--- src/common/pmwc_regs.svh ---
`ifndef PMWC_REGS_SVH
`define PMWC_REGS_SVH

// system_mode_register bit positions
`define PMWC_SYSTEM_MODE_REGISTER_FAST_SEL 0
`define PMWC_SYSTEM_MODE_REGISTER_IDLE_EN 1
`define PMWC_SYSTEM_MODE_REGISTER_FAST_RDY 2
`define PMWC_SYSTEM_MODE_REGISTER_SLOW_RDY 3
`define PMWC_SYSTEM_MODE_REGISTER_FAST_WAKE 4
`define PMWC_SYSTEM_MODE_REGISTER_DIV_LO 5
`define PMWC_SYSTEM_MODE_REGISTER_DIV_HI 7
`define PMWC_SYSTEM_MODE_REGISTER_RESET 8'h03
`define PMWC_SYSTEM_MODE_REGISTER_WR_MASK 8'hF3

// clock_divider_select codes
`define PMWC_DIV_SUB_A 3'h0
`define PMWC_DIV_SUB_B 3'h1

// oscillator settle counts, in oscillator ticks
`define PMWC_CNT_W 10
`define PMWC_FXT_SETTLE 10'h200
`define PMWC_FRC_SETTLE 10'h010
`define PMWC_SXT_SETTLE 10'h080
`define PMWC_SRC_SETTLE 10'h002
`define PMWC_SUB_WAKE 10'h002

`endif

--- src/common/pmwc_pkg.sv ---
package pmwc_pkg;

	typedef enum logic [8:0] {
		PMWC_RUN_FAST  = 9'h001,
		PMWC_RUN_SLOW  = 9'h002,
		PMWC_SLEEP_ALL = 9'h004,
		PMWC_SLEEP_SUB = 9'h008,
		PMWC_IDLE_OFF  = 9'h010,
		PMWC_IDLE_ON   = 9'h020,
		PMWC_WAKE_FAST = 9'h040,
		PMWC_WAKE_SUB  = 9'h080,
		PMWC_WAKE_SLOW = 9'h100
	} pmwc_state_t;

	typedef struct packed {
		logic fast_is_crystal;
		logic slow_is_crystal;
		logic wdt_enable;
		logic lvd_enable;
	} pmwc_osc_cfg_t;

	typedef struct packed {
		logic cpu;
		logic sys_fast;
		logic sys_sub;
		logic time_base;
		logic wdt;
		logic fast_osc;
		logic slow_osc;
	} pmwc_clk_en_t;

endpackage

--- src/logic/pmwc_stab_cnt.sv ---
`timescale 1ns/1ps
`default_nettype none
`include "pmwc_regs.svh"

module pmwc_stab_cnt (
	// clock and reset
	input wire logic i_sys_clk,
	input wire logic i_nrst,
	// oscillator
	input wire logic i_run,
	input wire logic i_tick,
	input wire logic [`PMWC_CNT_W-1:0] i_target,
	// status
	output logic o_ready
);
	logic [`PMWC_CNT_W-1:0] count;
	wire logic reached = (count >= i_target);
	wire logic [`PMWC_CNT_W-1:0] next_count =
		!i_run ? '0 : (i_tick && !reached) ? count + 1'b1 : count;

	// stopped oscillator loses its settle history
	always_ff @(posedge i_sys_clk or negedge i_nrst) begin
		if (!i_nrst) begin
			count <= '0;
			o_ready <= 1'b0;
		end else begin
			count <= next_count;
			o_ready <= i_run && (next_count >= i_target);
		end
	end
endmodule
`default_nettype wire

--- src/logic/pmwc_fdiv.sv ---
`timescale 1ns/1ps
`default_nettype none

module pmwc_fdiv (
	// clock and reset
	input wire logic i_sys_clk,
	input wire logic i_nrst,
	// fast oscillator
	input wire logic i_run,
	input wire logic i_tick,
	input wire logic [2:0] i_shift,
	// divided ticks
	output logic o_sys_tick,
	output logic o_div16_tick,
	output logic o_div64_tick
);
	logic [5:0] phase;

	function automatic logic ones_below(input logic [5:0] v, input logic [2:0] k);
		logic [5:0] m;
		m = 6'(( 7'h01 << k) - 7'h01);
		return (v & m) == m;
	endfunction

	wire logic live = i_run && i_tick;

	always_ff @(posedge i_sys_clk or negedge i_nrst) begin
		if (!i_nrst) begin
			phase <= 6'h00;
			o_sys_tick <= 1'b0;
			o_div16_tick <= 1'b0;
			o_div64_tick <= 1'b0;
		end else begin
			phase <= !i_run ? 6'h00 : live ? phase + 6'h01 : phase;
			o_sys_tick <= live && ones_below(phase, i_shift);
			o_div16_tick <= live && ones_below(phase, 3'h4);
			o_div64_tick <= live && ones_below(phase, 3'h6);
		end
	end
endmodule
`default_nettype wire

--- src/logic/pmwc_top.sv ---
`timescale 1ns/1ps
`default_nettype none
`include "pmwc_regs.svh"

// Function
// - fast wake-up only leaving sleep_sub_on or idle_sys_off, where sub clock runs
// - waking from sleep_all_off ignores fast_wake_enable
// - crystal fast clock plus fast wake: run on sub clock until 512 ticks
// - internal RC fast: 15~16 ticks; slow RC: 1~2 ticks; fast wake ignored
// - watchdog and detector off with idle off means slow oscillators off, no fast wake from sleep_all_off
// - run modes by fast_clock_select and divider; halt chooses sleep or idle
// - selecting sub clock stops fast oscillator and its /16 and /64 ticks
// - fast_clock_select 0 with divider 000 or 001 gives low-speed run mode
// - low-speed switch waits for slow_osc_ready
// - fast select or divider 010..111 returns to high-speed run mode after fast_osc_ready
// - sleep_all_off only when idle off and watchdog and detector both off
// - sleep_all_off stops system, watchdog, time-base clocks; clears watchdog
// - sleep_sub_on keeps watchdog and detector on sub clock; watchdog cleared
// - idle_sys_off when idle_enable 1 and idle_clock_keep 0
// - idle_sys_off stops system clock, keeps time-base and sub clock
// - any halt entry sets power_down_flag and clears watchdog_timeout_flag unless a timeout comes in the same cycle
// - idle_sys_on when both idle bits set; all clocks but the CPU clock keep running
// - slow_osc_ready after 128 crystal ticks or 1~2 RC ticks
// - fast_wake_enable is bit 4 of system_mode_register, crystal only
module pmwc_top (
	// clock and reset
	input wire logic i_sys_clk,
	input wire logic i_nrst,
	// oscillator ticks, one cycle each
	input wire logic i_fast_tick,
	input wire logic i_slow_tick,
	// configuration
	input wire pmwc_pkg::pmwc_osc_cfg_t i_osc_cfg,
	input wire logic i_idle_clock_keep,
	// system_mode_register access
	input wire logic i_system_mode_register_wr,
	input wire logic [7:0] i_system_mode_register_wdata,
	output logic [7:0] o_system_mode_register_rdata,
	// processor events
	input wire logic i_halt,
	input wire logic i_wake,
	input wire logic i_wdt_clear_instr,
	input wire logic i_wdt_timeout,
	// status
	output logic o_power_down_flag,
	output logic o_watchdog_timeout_flag,
	output logic o_wdt_clear,
	output pmwc_pkg::pmwc_state_t o_state,
	// clock enables
	output pmwc_pkg::pmwc_clk_en_t o_clk_en,
	output logic o_sys_tick,
	output logic o_fh16_tick,
	output logic o_fh64_tick
);

	//----------------------------------------
	// mode register
	//----------------------------------------
	logic [7:0] system_mode_register;
	pmwc_pkg::pmwc_state_t state;
	logic [1:0] sub_wake_cnt;
	logic fast_ready;
	logic slow_ready;

	wire logic fast_sel = system_mode_register[`PMWC_SYSTEM_MODE_REGISTER_FAST_SEL];
	wire logic idle_en = system_mode_register[`PMWC_SYSTEM_MODE_REGISTER_IDLE_EN];
	wire logic fast_wake_en = system_mode_register[`PMWC_SYSTEM_MODE_REGISTER_FAST_WAKE];
	wire logic [2:0] div_sel = system_mode_register[`PMWC_SYSTEM_MODE_REGISTER_DIV_HI:`PMWC_SYSTEM_MODE_REGISTER_DIV_LO];

	wire logic [7:0] next_system_mode_register =
		(i_system_mode_register_wdata & `PMWC_SYSTEM_MODE_REGISTER_WR_MASK) | (system_mode_register & ~`PMWC_SYSTEM_MODE_REGISTER_WR_MASK);

	always_ff @(posedge i_sys_clk or negedge i_nrst) begin
		if (!i_nrst) begin
			system_mode_register <= `PMWC_SYSTEM_MODE_REGISTER_RESET;
		end else if (i_system_mode_register_wr) begin
			system_mode_register <= next_system_mode_register;
		end
	end

	//----------------------------------------
	// clock source decode
	//----------------------------------------
	function automatic logic sel_is_sub(input logic fs, input logic [2:0] d);
		return !fs && (d == `PMWC_DIV_SUB_A || d == `PMWC_DIV_SUB_B);
	endfunction

	// divider shift: f_H/2^k, 0 when fast_clock_select is set
	function automatic logic [2:0] div_shift(input logic fs, input logic [2:0] d);
		return fs ? 3'h0 : 3'(4'h8 - {1'b0, d});
	endfunction

	wire logic want_sub = sel_is_sub(fast_sel, div_sel);
	wire logic want_fast = !want_sub;
	wire logic [2:0] shift = div_shift(fast_sel, div_sel);

	wire logic in_run =
		(state == pmwc_pkg::PMWC_RUN_FAST) || (state == pmwc_pkg::PMWC_RUN_SLOW);
	wire logic in_low =
		(state == pmwc_pkg::PMWC_SLEEP_ALL) || (state == pmwc_pkg::PMWC_SLEEP_SUB) ||
		(state == pmwc_pkg::PMWC_IDLE_OFF) || (state == pmwc_pkg::PMWC_IDLE_ON);
	wire logic sub_alive = (state == pmwc_pkg::PMWC_SLEEP_SUB) ||
		(state == pmwc_pkg::PMWC_IDLE_OFF);
	wire logic wdt_or_lvd = i_osc_cfg.wdt_enable || i_osc_cfg.lvd_enable;

	//----------------------------------------
	// oscillator run control
	//----------------------------------------
	// idle_sys_on keeps whatever system oscillator was running
	wire logic fast_run =
		(in_run && want_fast) ||
		(state == pmwc_pkg::PMWC_IDLE_ON && want_fast) ||
		(state == pmwc_pkg::PMWC_WAKE_FAST) ||
		(state == pmwc_pkg::PMWC_WAKE_SUB) ||
		(state == pmwc_pkg::PMWC_RUN_SLOW && want_fast);

	// only sleep_all_off stops the sub clock
	wire logic slow_run = (state != pmwc_pkg::PMWC_SLEEP_ALL);

	wire logic [`PMWC_CNT_W-1:0] fast_target =
		i_osc_cfg.fast_is_crystal ? `PMWC_FXT_SETTLE : `PMWC_FRC_SETTLE;
	wire logic [`PMWC_CNT_W-1:0] slow_target =
		i_osc_cfg.slow_is_crystal ? `PMWC_SXT_SETTLE : `PMWC_SRC_SETTLE;

	pmwc_stab_cnt u_fast_stab (
		.i_sys_clk(i_sys_clk),
		.i_nrst(i_nrst),
		.i_run(fast_run),
		.i_tick(i_fast_tick),
		.i_target(fast_target),
		.o_ready(fast_ready)
	);

	pmwc_stab_cnt u_slow_stab (
		.i_sys_clk(i_sys_clk),
		.i_nrst(i_nrst),
		.i_run(slow_run),
		.i_tick(i_slow_tick),
		.i_target(slow_target),
		.o_ready(slow_ready)
	);

	pmwc_fdiv u_fdiv (
		.i_sys_clk(i_sys_clk),
		.i_nrst(i_nrst),
		.i_run(fast_run),
		.i_tick(i_fast_tick),
		.i_shift(shift),
		.o_sys_tick(o_sys_tick),
		.o_div16_tick(o_fh16_tick),
		.o_div64_tick(o_fh64_tick)
	);

	//----------------------------------------
	// halt target
	//----------------------------------------
	function automatic pmwc_pkg::pmwc_state_t halt_target(
		input logic ie, input logic keep, input logic wl);
		if (!ie) begin
			return wl ? pmwc_pkg::PMWC_SLEEP_SUB : pmwc_pkg::PMWC_SLEEP_ALL;
		end else begin
			return keep ? pmwc_pkg::PMWC_IDLE_ON : pmwc_pkg::PMWC_IDLE_OFF;
		end
	endfunction

	wire pmwc_pkg::pmwc_state_t halt_next =
		halt_target(idle_en, i_idle_clock_keep, wdt_or_lvd);
	wire logic halt_take = in_run && i_halt;

	// fast wake needs a crystal and a live sub clock
	wire logic use_fast_wake = i_osc_cfg.fast_is_crystal && fast_wake_en &&
		sub_alive;

	wire pmwc_pkg::pmwc_state_t wake_next =
		want_sub ? pmwc_pkg::PMWC_WAKE_SLOW :
		use_fast_wake ? pmwc_pkg::PMWC_WAKE_SUB : pmwc_pkg::PMWC_WAKE_FAST;

	wire logic sub_wake_done = (10'(sub_wake_cnt) >= `PMWC_SUB_WAKE);

	//----------------------------------------
	// mode sequencer
	//----------------------------------------
	pmwc_pkg::pmwc_state_t next_state;

	always_comb begin
		next_state = state;
		case (state)
			pmwc_pkg::PMWC_RUN_FAST: begin
				if (i_halt) begin
					next_state = halt_next;
				end else if (want_sub && slow_ready) begin
					next_state = pmwc_pkg::PMWC_RUN_SLOW;
				end
			end
			pmwc_pkg::PMWC_RUN_SLOW: begin
				if (i_halt) begin
					next_state = halt_next;
				end else if (want_fast && fast_ready) begin
					next_state = pmwc_pkg::PMWC_RUN_FAST;
				end
			end
			pmwc_pkg::PMWC_SLEEP_ALL,
			pmwc_pkg::PMWC_SLEEP_SUB,
			pmwc_pkg::PMWC_IDLE_OFF,
			pmwc_pkg::PMWC_IDLE_ON: begin
				if (i_wake) begin
					next_state = wake_next;
				end
			end
			pmwc_pkg::PMWC_WAKE_FAST: begin
				if (fast_ready) begin
					next_state = pmwc_pkg::PMWC_RUN_FAST;
				end
			end
			pmwc_pkg::PMWC_WAKE_SUB: begin
				if (fast_ready) begin
					next_state = pmwc_pkg::PMWC_RUN_FAST;
				end
			end
			pmwc_pkg::PMWC_WAKE_SLOW: begin
				if (slow_ready) begin
					next_state = pmwc_pkg::PMWC_RUN_SLOW;
				end
			end
			default: begin
				next_state = pmwc_pkg::PMWC_RUN_FAST;
			end
		endcase
	end

	// sub ticks seen in the fast-wake window: 1~2 sub periods to run
	wire logic [1:0] next_sub_wake_cnt =
		(state != pmwc_pkg::PMWC_WAKE_SUB) ? 2'h0 :
		(i_slow_tick && !sub_wake_done) ? sub_wake_cnt + 2'h1 : sub_wake_cnt;

	always_ff @(posedge i_sys_clk or negedge i_nrst) begin
		if (!i_nrst) begin
			state <= pmwc_pkg::PMWC_RUN_FAST;
			sub_wake_cnt <= 2'h0;
		end else begin
			state <= next_state;
			sub_wake_cnt <= next_sub_wake_cnt;
		end
	end

	//----------------------------------------
	// status flags
	//----------------------------------------
	// set beats clear: halt over clear instruction, timeout over halt
	wire logic next_pdf = halt_take || (o_power_down_flag && !i_wdt_clear_instr);
	wire logic next_to = i_wdt_timeout || (o_watchdog_timeout_flag && !halt_take);

	// watchdog cleared on every halt entry; stopped too in sleep_all_off
	wire logic next_wdt_clear = halt_take;

	always_ff @(posedge i_sys_clk or negedge i_nrst) begin
		if (!i_nrst) begin
			o_power_down_flag <= 1'b0;
			o_watchdog_timeout_flag <= 1'b0;
			o_wdt_clear <= 1'b0;
		end else begin
			o_power_down_flag <= next_pdf;
			o_watchdog_timeout_flag <= next_to;
			o_wdt_clear <= next_wdt_clear;
		end
	end

	//----------------------------------------
	// clock enables
	//----------------------------------------
	wire logic ns_run = (next_state == pmwc_pkg::PMWC_RUN_FAST) ||
		(next_state == pmwc_pkg::PMWC_RUN_SLOW);
	wire logic ns_sub_cpu = (next_state == pmwc_pkg::PMWC_WAKE_SUB) &&
		(10'(next_sub_wake_cnt) >= `PMWC_SUB_WAKE);
	wire logic ns_slow_src = (next_state == pmwc_pkg::PMWC_RUN_SLOW) ||
		(next_state == pmwc_pkg::PMWC_IDLE_ON && want_sub) || ns_sub_cpu;
	wire logic ns_sys_on = ns_run || ns_sub_cpu ||
		(next_state == pmwc_pkg::PMWC_IDLE_ON);
	wire logic ns_tbc = ns_sys_on ||
		(next_state == pmwc_pkg::PMWC_IDLE_OFF);
	// sleep_sub_on keeps watchdog on sub; sleep_all_off stops it
	wire logic ns_wdt = i_osc_cfg.wdt_enable &&
		(next_state != pmwc_pkg::PMWC_SLEEP_ALL);

	pmwc_pkg::pmwc_clk_en_t next_clk_en;

	always_comb begin
		next_clk_en.cpu = ns_run || ns_sub_cpu;
		next_clk_en.sys_sub = ns_sys_on && ns_slow_src;
		next_clk_en.sys_fast = ns_sys_on && !ns_slow_src;
		next_clk_en.time_base = ns_tbc;
		next_clk_en.wdt = ns_wdt;
		next_clk_en.fast_osc = fast_run;
		// follows the state being entered, so deep sleep shows it off at once
		next_clk_en.slow_osc = (next_state != pmwc_pkg::PMWC_SLEEP_ALL);
	end

	wire logic [7:0] next_rdata = {div_sel, fast_wake_en, slow_ready, fast_ready,
		idle_en, fast_sel};

	always_ff @(posedge i_sys_clk or negedge i_nrst) begin
		if (!i_nrst) begin
			o_clk_en <= '0;
			o_state <= pmwc_pkg::PMWC_RUN_FAST;
			o_system_mode_register_rdata <= `PMWC_SYSTEM_MODE_REGISTER_RESET;
		end else begin
			o_clk_en <= next_clk_en;
			o_state <= next_state;
			o_system_mode_register_rdata <= next_rdata;
		end
	end

endmodule
`default_nettype wire

--- config.mk ---
export PLATFORM = sky130hd
export DESIGN_NAME = pmwc_top
export DESIGN_NICKNAME = d
export VERILOG_FILES = /design/src/common/pmwc_pkg.sv /design/src/logic/pmwc_stab_cnt.sv /design/src/logic/pmwc_fdiv.sv /design/src/logic/pmwc_top.sv
export VERILOG_INCLUDE_DIRS = /design/src /design/src/common
export SDC_FILE = /design/constraint.sdc
export NUM_CORES = 1
export LEC_CHECK = 0
export ABC_AREA = 0
export BUFFER_PORTS_ARGS = -buffer_cell sky130_fd_sc_hd__buf_2
export CORE_AREA = 2 2 124 126
export CTS_CLUSTER_DIAMETER = 30
export DETAILED_ROUTE_END_ITERATION = 6
export DIE_AREA = 0 0 126 128
export GPL_TIMING_DRIVEN = 0
export SYNTH_ARGS = -nofsm -noshare
export SYNTH_HDL_FRONTEND = slang
export SYNTH_SLANG_ARGS = --single-unit
--- constraint.sdc ---
create_clock -name i_sys_clk -period 2.7 [get_ports i_sys_clk]
set_clock_uncertainty 0.05 [all_clocks]
set_input_delay 0.81 -clock i_sys_clk [delete_from_list [all_inputs] [get_ports i_sys_clk]]
set_output_delay 0.81 -clock i_sys_clk [all_outputs]
set_load 0.05 [all_outputs]
==> results of run 1 <==
-- cell usage in the layout, fill, tap and decap left out, drive strengths merged, types with 9 or more instances in the layout --
cell type   n
clkbuf     22
nor3       13
buf        61
nor2       47
nand2      27
inv        20
xnor2      14
o21ai      18
nand4       9
ha         17
a21oi       9
xor2       11
dfrtp      61
-- layer usage --
metal	GRT usage	up-vias	routed length [um]
met5	0	-	11
met3	0.0301	17	430
met2	0.190	71	4440
li1	-	1454	-
met4	0.0485	2	199
met1	0.146	1475	4130
-- synthesized netlist by cell type (2+ instances only) --
master,instances,share of area
dfrtp_1,61,0.42
nor2_1,47,0.048
nand2_1,26,0.027
inv_1,19,0.020
o21ai_0,18,0.025
ha_1,17,0.058
xnor2_1,14,0.034
nor3_1,13,0.018
clkbuf_1,12,0.012
xor2_1,11,0.026
a21oi_1,9,0.012
nand4_1,9,0.015
nand2b_1,8,0.014
nand3_1,8,0.011
nor2b_1,6,0.010
nor4_1,6,0.010
dfstp_2,5,0.036
and2_1,4,0.0069
and3_1,4,0.0069
nor4b_1,4,0.0096
o21a_1,4,0.0083
a21boi_0,3,0.0062
a31oi_1,3,0.0052
mux2_2,3,0.0093
nor3b_1,3,0.0062
o211ai_1,3,0.0062
o31ai_1,3,0.0062
or2_2,3,0.0052
or3_1,3,0.0052
or4_1,3,0.0062
a2bb2oi_1,2,0.0048
a311oi_1,2,0.0048
mux2i_1,2,0.0055
nor4_2,2,0.0069
o211a_1,2,0.0055
o21bai_1,2,0.0041
o41ai_1,2,0.0048
-- timing repair --
action / CTS / global route
endpoints found under the setup margin: 2 / 6
buffers inserted: 7 / 5
resized for setup: 12 / 15
pin swaps: 8 / 3
-- layout make-up --
class / count / area [um^2]
Buffer: 12 / 63.8
Clock buffer: 12 / 256
Clock inverter: 4 / 73.8
Fill cell: 1527 / 10100
Inverter: 20 / 91.3
Multi-Input combinational cell: 274 / 2000
Sequential cell: 66 / 1660
Tap cell: 188 / 235
Timing Repair Buffer: 59 / 334
-- kinds of logic after synthesis --
family / share of synthesized area
adder cells (fa/ha/maj): 0.0585
AND/OR/NAND/NOR: 0.233
XOR/XNOR: 0.0602
AO/OA/AOI/OAI: 0.134
buffers and inverters: 0.0395
multiplexers: 0.0189
flip-flops: 0.456
-- through the flow --
step	instances	setup WS [ns]	cell area [um^2]	setup TNS [ns]
final	635	-0.311	4710	-0.311
after global routing	635	-0.406	4710	-0.472
after CTS	632	-0.264	4630	-0.264
after detailed placement	610	-0.867	4230	-1.28
after global placement	610	-0.844	4220	-1.15
after floorplan	375	-0.465	3750	-0.465
-- path summary, 6_finish.rpt --
| kind | from | cells past startpoint | slack (ns) | to |
|---|---|---|---|---|
| max | i_osc_cfg[2] | 13 | -0.31 | u_slow_stab.o_ready$_DFF_PN0_ |
| min | system_mode_register[6]$_DFFE_PN0P_ | 0 | 0.32 | o_system_mode_register_rdata[6]$_DFF_PN0_ |
| max reg2reg | o_state[7]$_DFF_PN0_ | 10 | -0.26 | u_slow_stab.o_ready$_DFF_PN0_ |
| min reg2reg | system_mode_register[6]$_DFFE_PN0P_ | 0 | 0.32 | o_system_mode_register_rdata[6]$_DFF_PN0_ |
| max in group asynchronous | i_nrst | 1 | 1.48 | system_mode_register[5]$_DFFE_PN0P_ |
| min in group asynchronous | i_nrst | 1 | 0.50 | u_slow_stab.count[0]$_DFF_PN0_ |
-- sequential cells by signal, indices dropped and copies added (netlist names) --
signal,count
o_clk_en,7
o_power_down_flag,1
o_state,9
o_system_mode_register_rdata,8
o_watchdog_timeout_flag,1
o_wdt_clear,1
sub_wake_cnt,2
system_mode_register,6
u_fast_stab.count,10
u_fast_stab.o_ready,1
u_fdiv.o_div16_tick,1
u_fdiv.o_div64_tick,1
u_fdiv.o_sys_tick,1
u_fdiv.phase,6
u_slow_stab.count,10
u_slow_stab.o_ready,1
-- worst reg2reg max path: stages, from the launching register on --
cell and delay, ns:
dfrtp_1 0.39, clkbuf_1 0.24, or4_1 0.63, nor2_2 0.23
and2_4 0.24, or2_4 0.15, ha_4 0.13, o211ai_1 0.08
mux2_4 0.27, a2111o_1 0.30, o211a_1 0.14
-- power by group through the flow --
stage / combinational (mW) / sequential (mW) / clock, mW
floorplan: 0.876 / 1.60 / 0
global placement: 1.49 / 1.31 / 0
detailed placement: 1.53 / 1.32 / 0
CTS: 1.57 / 1.31 / 1.33
global route: 1.71 / 1.36 / 1.36
finish: 1.56 / 1.33 / 1.30
==> run_results.csv, run 1 <==
group,metric,value,unit
sta,max_slew_margin,0.444,
synthesis,synth_warnings,0,
synthesis,ys_seq_elements,66,
clock_network,cts_tree,"yes",
final_layout,final_core_util,0.317,
flow_run,max_cap_viol_count,0,
routing,dr.first_iter.drc_count,182,
critical_path,cpMostUsedCell,"ha_1",
sta,hold_violations,0,
final_layout,final_net_count,481,
sta,setup_violations,1,
synthesis,synth_edf_count,0,
placed_design,gp_congestion,0.867,
sta,min_period,3.01,ns
power,p_int,2.58,mW
power,peakVddDrop,0.000254,V
final_layout,antenna_cells,0,
floorplanning,die_area,0.0161,mm^2
power,comb_power_share,0.372,
routing,wl_per_cell,14.5,um
synthesis,ys_seq_area_frac,0.456,
clock_network,h-tree-depth,3,
global_routing,antenna_found_initial,1,
power,seqPwrFrac,0.317,
synthesis,syn_nets,414,
synthesis,avgSynthCellArea,9.70,um^2
power,p_leak,2.09,nW
critical_path,crit_buf_inv,2,
global_routing,grt_pass1_wl,15.2,mm
clock_network,cts_max_path_buffers,2,
synthesis,ys.flop_type,"dfrtp_1",
clock_network,cts_root_buf,"clkbuf_16",
clock_network,cts_made_buffers,9,
routing,via_per_inst,4.75,
global_routing,grt_pass1_vias,3106,
critical_path,cp_max_fo,4,
power,switching_power,1.61,mW
critical_path,crit_family,"simple AND/OR/NAND/NOR gates",
floorplanning,ios,52,
global_routing,overflow,0,
floorplanning,num_rows,45,
routing,drcViolationCount,0,
synthesis,netlist-cell-type-count,66,
final_layout,area.growth.synth_to_final,29.6,%
floorplanning,core,0.0149,mm^2
clock_network,clkTransAtPathRegs,0.06,ns
power,p_sw_frac,0.384,
floorplanning,die_w,126,um
critical_path,arrival,3.18,ns
critical_path,path_class,"primary input to flip-flop",
critical_path,slowest_stage,"or4b_4",
placed_design,detailed_place_hpwl,6.43,mm
min_path,hold_class,"flip-flop to flip-flop",
run_status,status,"finished with violations",
sta,holdWs,0.325,ns
power,power_frac_clock,0.310,
clock_network,clock_latency,0.34,ns
run_status,violations,"setup timing",
floorplanning,initial_utilization,0.245,
clock_network,cts_num_sinks,66,
routing,via_count,3019,
clock_network,cts-hold-fix-buffers,0,
sta,maxSlewViolCount,0,
routing,drtAntennaViolNets,0,
floorplanning,fp.dieH,128,um
synthesis,synthArstFlopShare,1.00,
routing,routed_wirelength,9.21,mm
final_layout,drive_gt1_frac,0.304,
sta,worst_slack,-0.311,ns
synthesis,synth_cells,375,
synthesis,synth_area,0.00364,mm^2
placed_design,io_buffers,47,
sta,max_clock_freq,332,MHz
sta,post-route-period-util,1.12,
critical_path,cp_data_required_time,2.87,ns
global_routing,grt_usage,0.116,
critical_path,max_stage_delay,0.54,ns
critical_path,start_kind,"primary input",
sta,grt_setup_unrepaired,"true",
critical_path,crit_chain,"buf_6 -> inv_16 -> ha_1 -> or4b_4 -> nor2_4 -> and3_2 -> xnor2_1 -> nor2_1 -> ha_1 -> nor3_2 -> o21ai_1 -> a2111o_1 -> o211a_1",
critical_path,cp-end-kind,"flip-flop",
routing,first_pass_iters,4,
power,pwr_density_cell,889,mW/mm^2
sta,max_slew.worst_pin.slew,0.835,ns
power,design_power_total,4.19,mW
global_routing,grt_max_degree,67,
Power figures use the tool's default switching activity.
==> inputs of run 2 (changes only) <==
Settings changed: CORE_AREA 2 2 124 126 to 3 3 125 127, DIE_AREA 0 0 126 128 to 0 0 128 130, PLACE_DENSITY set to 0.41.
==> run_results.csv, run 2 (synthesized netlist as in run 1, its figures left out) <==
group,metric,value,unit
routing,first_pass_iters,4,
global_routing,antenna_found_initial,0,
final_layout,final_core_util,0.320,
routing,via_per_inst,4.71,
clock_network,h-tree-depth,3,
global_routing,grt_pass1_vias,3035,
critical_path,arrival,3.16,ns
final_layout,final_cell_mix,"dfrtp_1, buf_2, nor2_1",
routing,via_count,2958,
final_layout,final_net_count,478,
clock_network,clock_latency,0.34,ns
final_layout,reg_top3,"u_fast_stab.count (10), u_slow_stab.count (10), o_state (9)",
power,p_int,2.50,mW
sta,worst_slack,-0.286,ns
placed_design,gp_congestion,0.848,
floorplanning,fp.dieH,130,um
floorplanning,die_w,128,um
sta,maxSlewViolCount,0,
global_routing,grt_usage,0.118,
critical_path,cp-end-kind,"flip-flop",
critical_path,path_class,"primary input to flip-flop",
floorplanning,initial_utilization,0.250,
routing,drtAntennaViolNets,0,
flow_run,max_cap_viol_count,0,
placed_design,io_buffers,47,
final_layout,final_common_cell,"dfrtp_1",
critical_path,cp_data_required_time,2.88,ns
final_layout,area.growth.synth_to_final,27.9,%
final_layout,drive_gt1_frac,0.297,
power,p_leak,2.06,nW
routing,routed_wirelength,9.20,mm
critical_path,cp_max_fo,4,
clock_network,clkTransAtPathRegs,0.05,ns
min_path,hold_class,"flip-flop to flip-flop",
floorplanning,core,0.0145,mm^2
clock_network,cts_tree,"yes",
sta,hold_violations,0,
global_routing,grt_pass1_wl,15.4,mm
power,seqPwrFrac,0.316,
floorplanning,num_rows,44,
sta,setup_violations,1,
clock_network,cts_num_sinks,66,
global_routing,grt_max_degree,67,
sta,max_clock_freq,335,MHz
power,comb_power_share,0.395,
power,switching_power,1.62,mW
run_status,status,"finished with violations",
power,power_frac_clock,0.289,
sta,max_slew_margin,0.439,
power,p_sw_frac,0.392,
min_path,holdCritStartpoint,"system_mode_register[0]$_DFFE_PN1P_",
final_layout,antenna_cells,0,
sta,grt_setup_unrepaired,"true",
clock_network,cts-hold-fix-buffers,0,
sta,post-route-period-util,1.11,
routing,dr.first_iter.drc_count,192,
power,pwr_density_cell,886,mW/mm^2
critical_path,worst_r2r_startpoint,"o_state[7]$_DFF_PN0_",
clock_network,cts_made_buffers,9,
routing,drcViolationCount,0,
critical_path,start_kind,"primary input",
floorplanning,die_area,0.0166,mm^2
sta,min_period,2.99,ns
power,peakVddDrop,0.000325,V
placed_design,detailed_place_hpwl,6.58,mm
clock_network,cts_root_buf,"clkbuf_16",
critical_path,crit_start,"i_osc_cfg[2]",
placed_design,pre_cts_ws,-0.922,ns
clock_network,cts_max_path_buffers,2,
global_routing,overflow,0,
routing,wl_per_cell,14.7,um
run_status,violations,"setup timing",
sta,max_slew.worst_pin.slew,0.842,ns
floorplanning,ios,52,
==> run 2: repair_timing <==
item / CTS / global route
buffers inserted: 4 / 3
endpoints found under the hold margin: 0 / 0
gates resized for setup: 15 / 16
pin swaps: 8 / 3
endpoints found under the setup margin: 3 / 6
==> run 2: final cells by class <==
class / count / area, um^2
buffer: 14 / 76.3
clock inverter: 3 / 40.0
clock buffer: 13 / 260
inverter: 20 / 91.3
sequential: 66 / 1660
timing repair buffer: 54 / 305
tap: 184 / 230
multi-input combinational: 274 / 1990
fill: 1514 / 9880
==> run 2: worst max-delay path, stage by stage <==
cell,delay (ns)
buf_12,0.11
inv_16,0.06
ha_4,0.11
or3b_4,0.39
o31a_4,0.31
nor2_4,0.12
mux2i_1,0.19
or2_4,0.15
ha_4,0.13
o211ai_1,0.08
mux2_4,0.27
a2111o_1,0.29
o211a_1,0.13
==> run 2: power groups by stage <==
stage                     Sequential, mW  Combinational (mW)  Clock (mW)
after floorplan                     1.60               0.876           0
after global routing                1.33                1.80        1.28
after global placement              1.32                1.54           0
after detailed placement            1.32                1.56           0
final                               1.30                1.63        1.19
after CTS                           1.31                1.61        1.24
==> run 2: final timing paths <==
check,endpoint,slack [ns],cells after the start
min in group asynchronous,o_power_down_flag$_DFF_PN0_,0.52,1
setup / recovery,u_slow_stab.o_ready$_DFF_PN0_,-0.29,13
setup reg to reg,u_slow_stab.o_ready$_DFF_PN0_,-0.22,10
max in group asynchronous,system_mode_register[5]$_DFFE_PN0P_,1.49,1
hold / removal,o_system_mode_register_rdata[0]$_DFF_PN1_,0.31,0
hold reg to reg,o_system_mode_register_rdata[0]$_DFF_PN1_,0.31,0
==> run 2: routing by layer <==
layer  wire length (um)  up-vias  track usage
li1                   -     1452            -
met5                  0        -            0
met2               4300       49        0.183
met3                335       10       0.0409
met4                116        0       0.0368
met1               4450     1447        0.155
==> run 2: metrics by stage <==
stage / TNS [ns] / power (mW) / hold slack [ns] / std cells / cell area (um^2)
2_1_floorplan: -0.465 / 2.48 / 0.303 / 375 / 3750
3_3_place_gp: -1.40 / 2.87 / 0.305 / 606 / 4220
5_1_grt: -0.418 / 4.41 / 0.317 / 628 / 4650
4_1_cts: -0.284 / 4.15 / 0.314 / 625 / 4590
3_5_place_dp: -1.40 / 2.88 / 0.305 / 606 / 4220
6_report: -0.286 / 4.12 / 0.313 / 628 / 4650
==> inputs of run 3 (changes only) <==
Settings changed: CORE_AREA 3 3 125 127 to 3 3 136 138, DIE_AREA 0 0 128 130 to 0 0 139 141, GPL_TIMING_DRIVEN 0 to unset, SYNTH_HIERARCHICAL set to 1.
==> run_results.csv, run 3 <==
group,metric,value,unit
clock_network,cts_tree,"yes",
critical_path,cp_data_required_time,2.87,ns
final_layout,reg_top3,"u_fast_stab/count (10), u_slow_stab/count (10), o_state (9)",
synthesis,synth_warnings,6,
final_layout,fin_cells,859,
routing,dr.first_iter.drc_count,225,
synthesis,netlist_top_cells_area,"dfrtp_1, ha_1, inv_1, dfstp_2, nand2b_1",
synthesis,synth_cells,448,
floorplanning,die_w,139,um
critical_path,crit_buf_inv,3,
sta,grt_setup_unrepaired,"true",
synthesis,synth_edf_count,0,
clock_network,cts_made_buffers,9,
routing,drtAntennaViolNets,0,
final_layout,final_common_cell,"buf_4",
run_status,violations,"setup timing",
routing,routed_wirelength,12.3,mm
routing,via_per_inst,4.69,
power,p_int,3.55,mW
placed_design,io_buffers,49,
sta,post-route-period-util,1.10,
global_routing,grt_pass1_wl,20.6,mm
sta,min_period,2.96,ns
critical_path,cp-end-kind,"flip-flop",
power,peakVddDrop,0.000435,V
power,p_leak,3.04,nW
critical_path,slowest_stage,"ha_1",
final_layout,final_cell_mix,"buf_4, dfrtp_1, buf_2",
critical_path,arrival,3.14,ns
final_layout,drive_gt1_frac,0.393,
synthesis,avgSynthCellArea,9.62,um^2
placed_design,detailed_place_hpwl,9.26,mm
final_layout,area.growth.synth_to_final,49.1,%
global_routing,antenna_found_initial,0,
power,switching_power,2.34,mW
clock_network,cts-hold-fix-buffers,0,
sta,max_clock_freq,337,MHz
clock_network,clkTransAtPathRegs,0.06,ns
critical_path,cp_max_fo,8,
clock_network,h-tree-depth,3,
synthesis,synth_fa_ha_area_frac,0.136,
clock_network,cts_max_path_buffers,2,
floorplanning,fp.dieH,141,um
placed_design,place_inst,818,
final_layout,final_net_count,698,
global_routing,grt_max_degree,29,
synthesis,synth_top_cell_by_area,"dfrtp_1",
clock_network,clock_latency,0.34,ns
critical_path,worst_r2r_startpoint,"o_state[8]$_DFF_PN0_",
floorplanning,core,0.0173,mm^2
placed_design,pre_cts_ws,-0.832,ns
sta,maxSlewViolCount,0,
synthesis,synth_compound_gate_area_share,0.176,
flow_run,max_cap_viol_count,0,
synthesis,synth.most_common_cell,"dfrtp_1",
power,comb_power_share,0.547,
critical_path,crit_family,"compound AO/OA/AOI/OAI gates",
run_status,status,"finished with violations",
critical_path,r2r_setup_slack,-0.15,ns
floorplanning,die_area,0.0196,mm^2
synthesis,synthSimpleGateAreaFrac,0.200,
sta,setup_violations,2,
synthesis,synth_xor_area_frac,0.0163,
global_routing,overflow,0,
sta,worst_slack,-0.264,ns
routing,drcViolationCount,0,
routing,wl_per_cell,14.4,um
power,p_sw_frac,0.398,
synthesis,ys_seq_area_frac,0.385,
synthesis,synth_top_area_share,0.354,
critical_path,crit_chain,"buf_12 -> inv_2 -> inv_2 -> ha_4 -> a211o_1 -> and3_4 -> o311ai_4 -> o41ai_4 -> ha_1 -> a21o_1 -> a21o_1 -> a21oi_2 -> a2bb2oi_1 -> o21ai_1",
placed_design,gp_congestion,0.806,
synthesis,ys.flop_type,"dfrtp_1",
power,seqPwrFrac,0.235,
routing,via_count,4030,
floorplanning,ios,52,
critical_path,start_kind,"primary input",
critical_path,rr_endpoint,"u_fast_stab/o_ready$_DFF_PN0_",
final_layout,antenna_cells,0,
critical_path,path_class,"primary input to flip-flop",
critical_path,reg2reg_depth,12,
synthesis,synth_mux_area_frac,0.0311,
power,pwr_density_cell,916,mW/mm^2
power,power_frac_clock,0.218,
floorplanning,initial_utilization,0.249,
sta,hold_violations,0,
synthesis,ys_seq_elements,66,
global_routing,grt_usage,0.129,
min_path,hold_class,"primary input to async pin",
synthesis,netlist-cell-type-count,61,
floorplanning,num_rows,48,
synthesis,synth_top_family_by_area,"simple AND/OR/NAND/NOR gates",
final_layout,nFillCells,1781,
global_routing,grt_pass1_vias,4157,
synthesis,synth_common_cells,"dfrtp_1, ha_1, inv_1",
clock_network,cts_root_buf,"clkbuf_16",
synthesis,synthArstFlopShare,1.00,
critical_path,max_stage_delay,0.32,ns
routing,first_pass_iters,5,
synthesis,synth_area,0.00431,mm^2
clock_network,cts_num_sinks,66,
## run 3: cell types whose count changed after synthesis, moves of 11 or more
cell,delta
a21oi_1,+14
nand2b_1,+12
nand3_1,+11
ha_1,+30
inv_1,+22
xnor2_1,-12
nor2_1,-26
## run 3: repair_timing
item / in CTS / in global routing
setup endpoints to repair: 2 / 11
buffers inserted: 22 / 5
pin swaps: 29 / 8
gates cloned: 2 / 0
resized for setup: 44 / 9
## run 3: how the worst max path moves through the flow
stage | end | depth (start not counted) | from
floorplan | u_fast_stab/o_ready$_DFF_PN0_ | 12 | o_state[0]$_DFF_PN1_
global placement | u_fast_stab/o_ready$_DFF_PN0_ | 14 | i_osc_cfg[3]
detailed placement | u_slow_stab/o_ready$_DFF_PN0_ | 13 | i_osc_cfg[2]
CTS | u_slow_stab/o_ready$_DFF_PN0_ | 14 | i_osc_cfg[2]
global route | u_slow_stab/o_ready$_DFF_PN0_ | 14 | i_osc_cfg[2]
finish | u_slow_stab/o_ready$_DFF_PN0_ | 14 | i_osc_cfg[2]
## run 3: metrics by stage
step	util	cell area (um^2)	hold slack, ns	total power, mW	TNS (ns)
global route	0.372	6430	0.320	6.32	-0.659
global placement	0.329	5690	0.310	4.15	-2.51
detailed placement	0.329	5690	0.318	4.18	-2.66
floorplan	-	4560	0.303	3.19	-0.925
CTS	0.370	6390	0.326	5.94	-0.518
finish	0.372	6430	0.323	5.89	-0.462
## run 3: kinds of logic (layout without fill, tap and decap cells)
family          after synthesis  count (layout)
compound gates              108             109
xor+xnor                      8               8
fa+ha+maj                    47              47
buf+inv                      56             223
flops                        66              66
mux                          13              13
other cells                   1              18
simple gates                149             150
## run 3: power groups by stage
stage	Combinational, mW	Sequential, mW	Clock (mW)
6_report	3.22	1.39	1.28
5_1_grt	3.53	1.42	1.37
4_1_cts	3.23	1.39	1.32
3_5_place_dp	2.78	1.40	0
3_3_place_gp	2.76	1.39	0
2_1_floorplan	1.43	1.77	0
## run 3: routing by layer
| layer | wire [um] | GRT usage |
|---|---|---|
| met1 | 5730 | 0.161 |
| met2 | 5930 | 0.219 |
| met3 | 497 | 0.0390 |
| met4 | 168 | 0.0335 |
| met5 | 0 | 0 |
## run 3: layout make-up
cell class / count / area (um^2) / share of cell area
clock inverter: 5 / 77.6 / 0.0121
sequential: 66 / 1660 / 0.259
tap: 225 / 282 / 0.0438
timing repair buffer: 165 / 1200 / 0.186
inverter: 42 / 175 / 0.0273
multi-input combinational: 345 / 2790 / 0.434
clock buffer: 11 / 243 / 0.0378
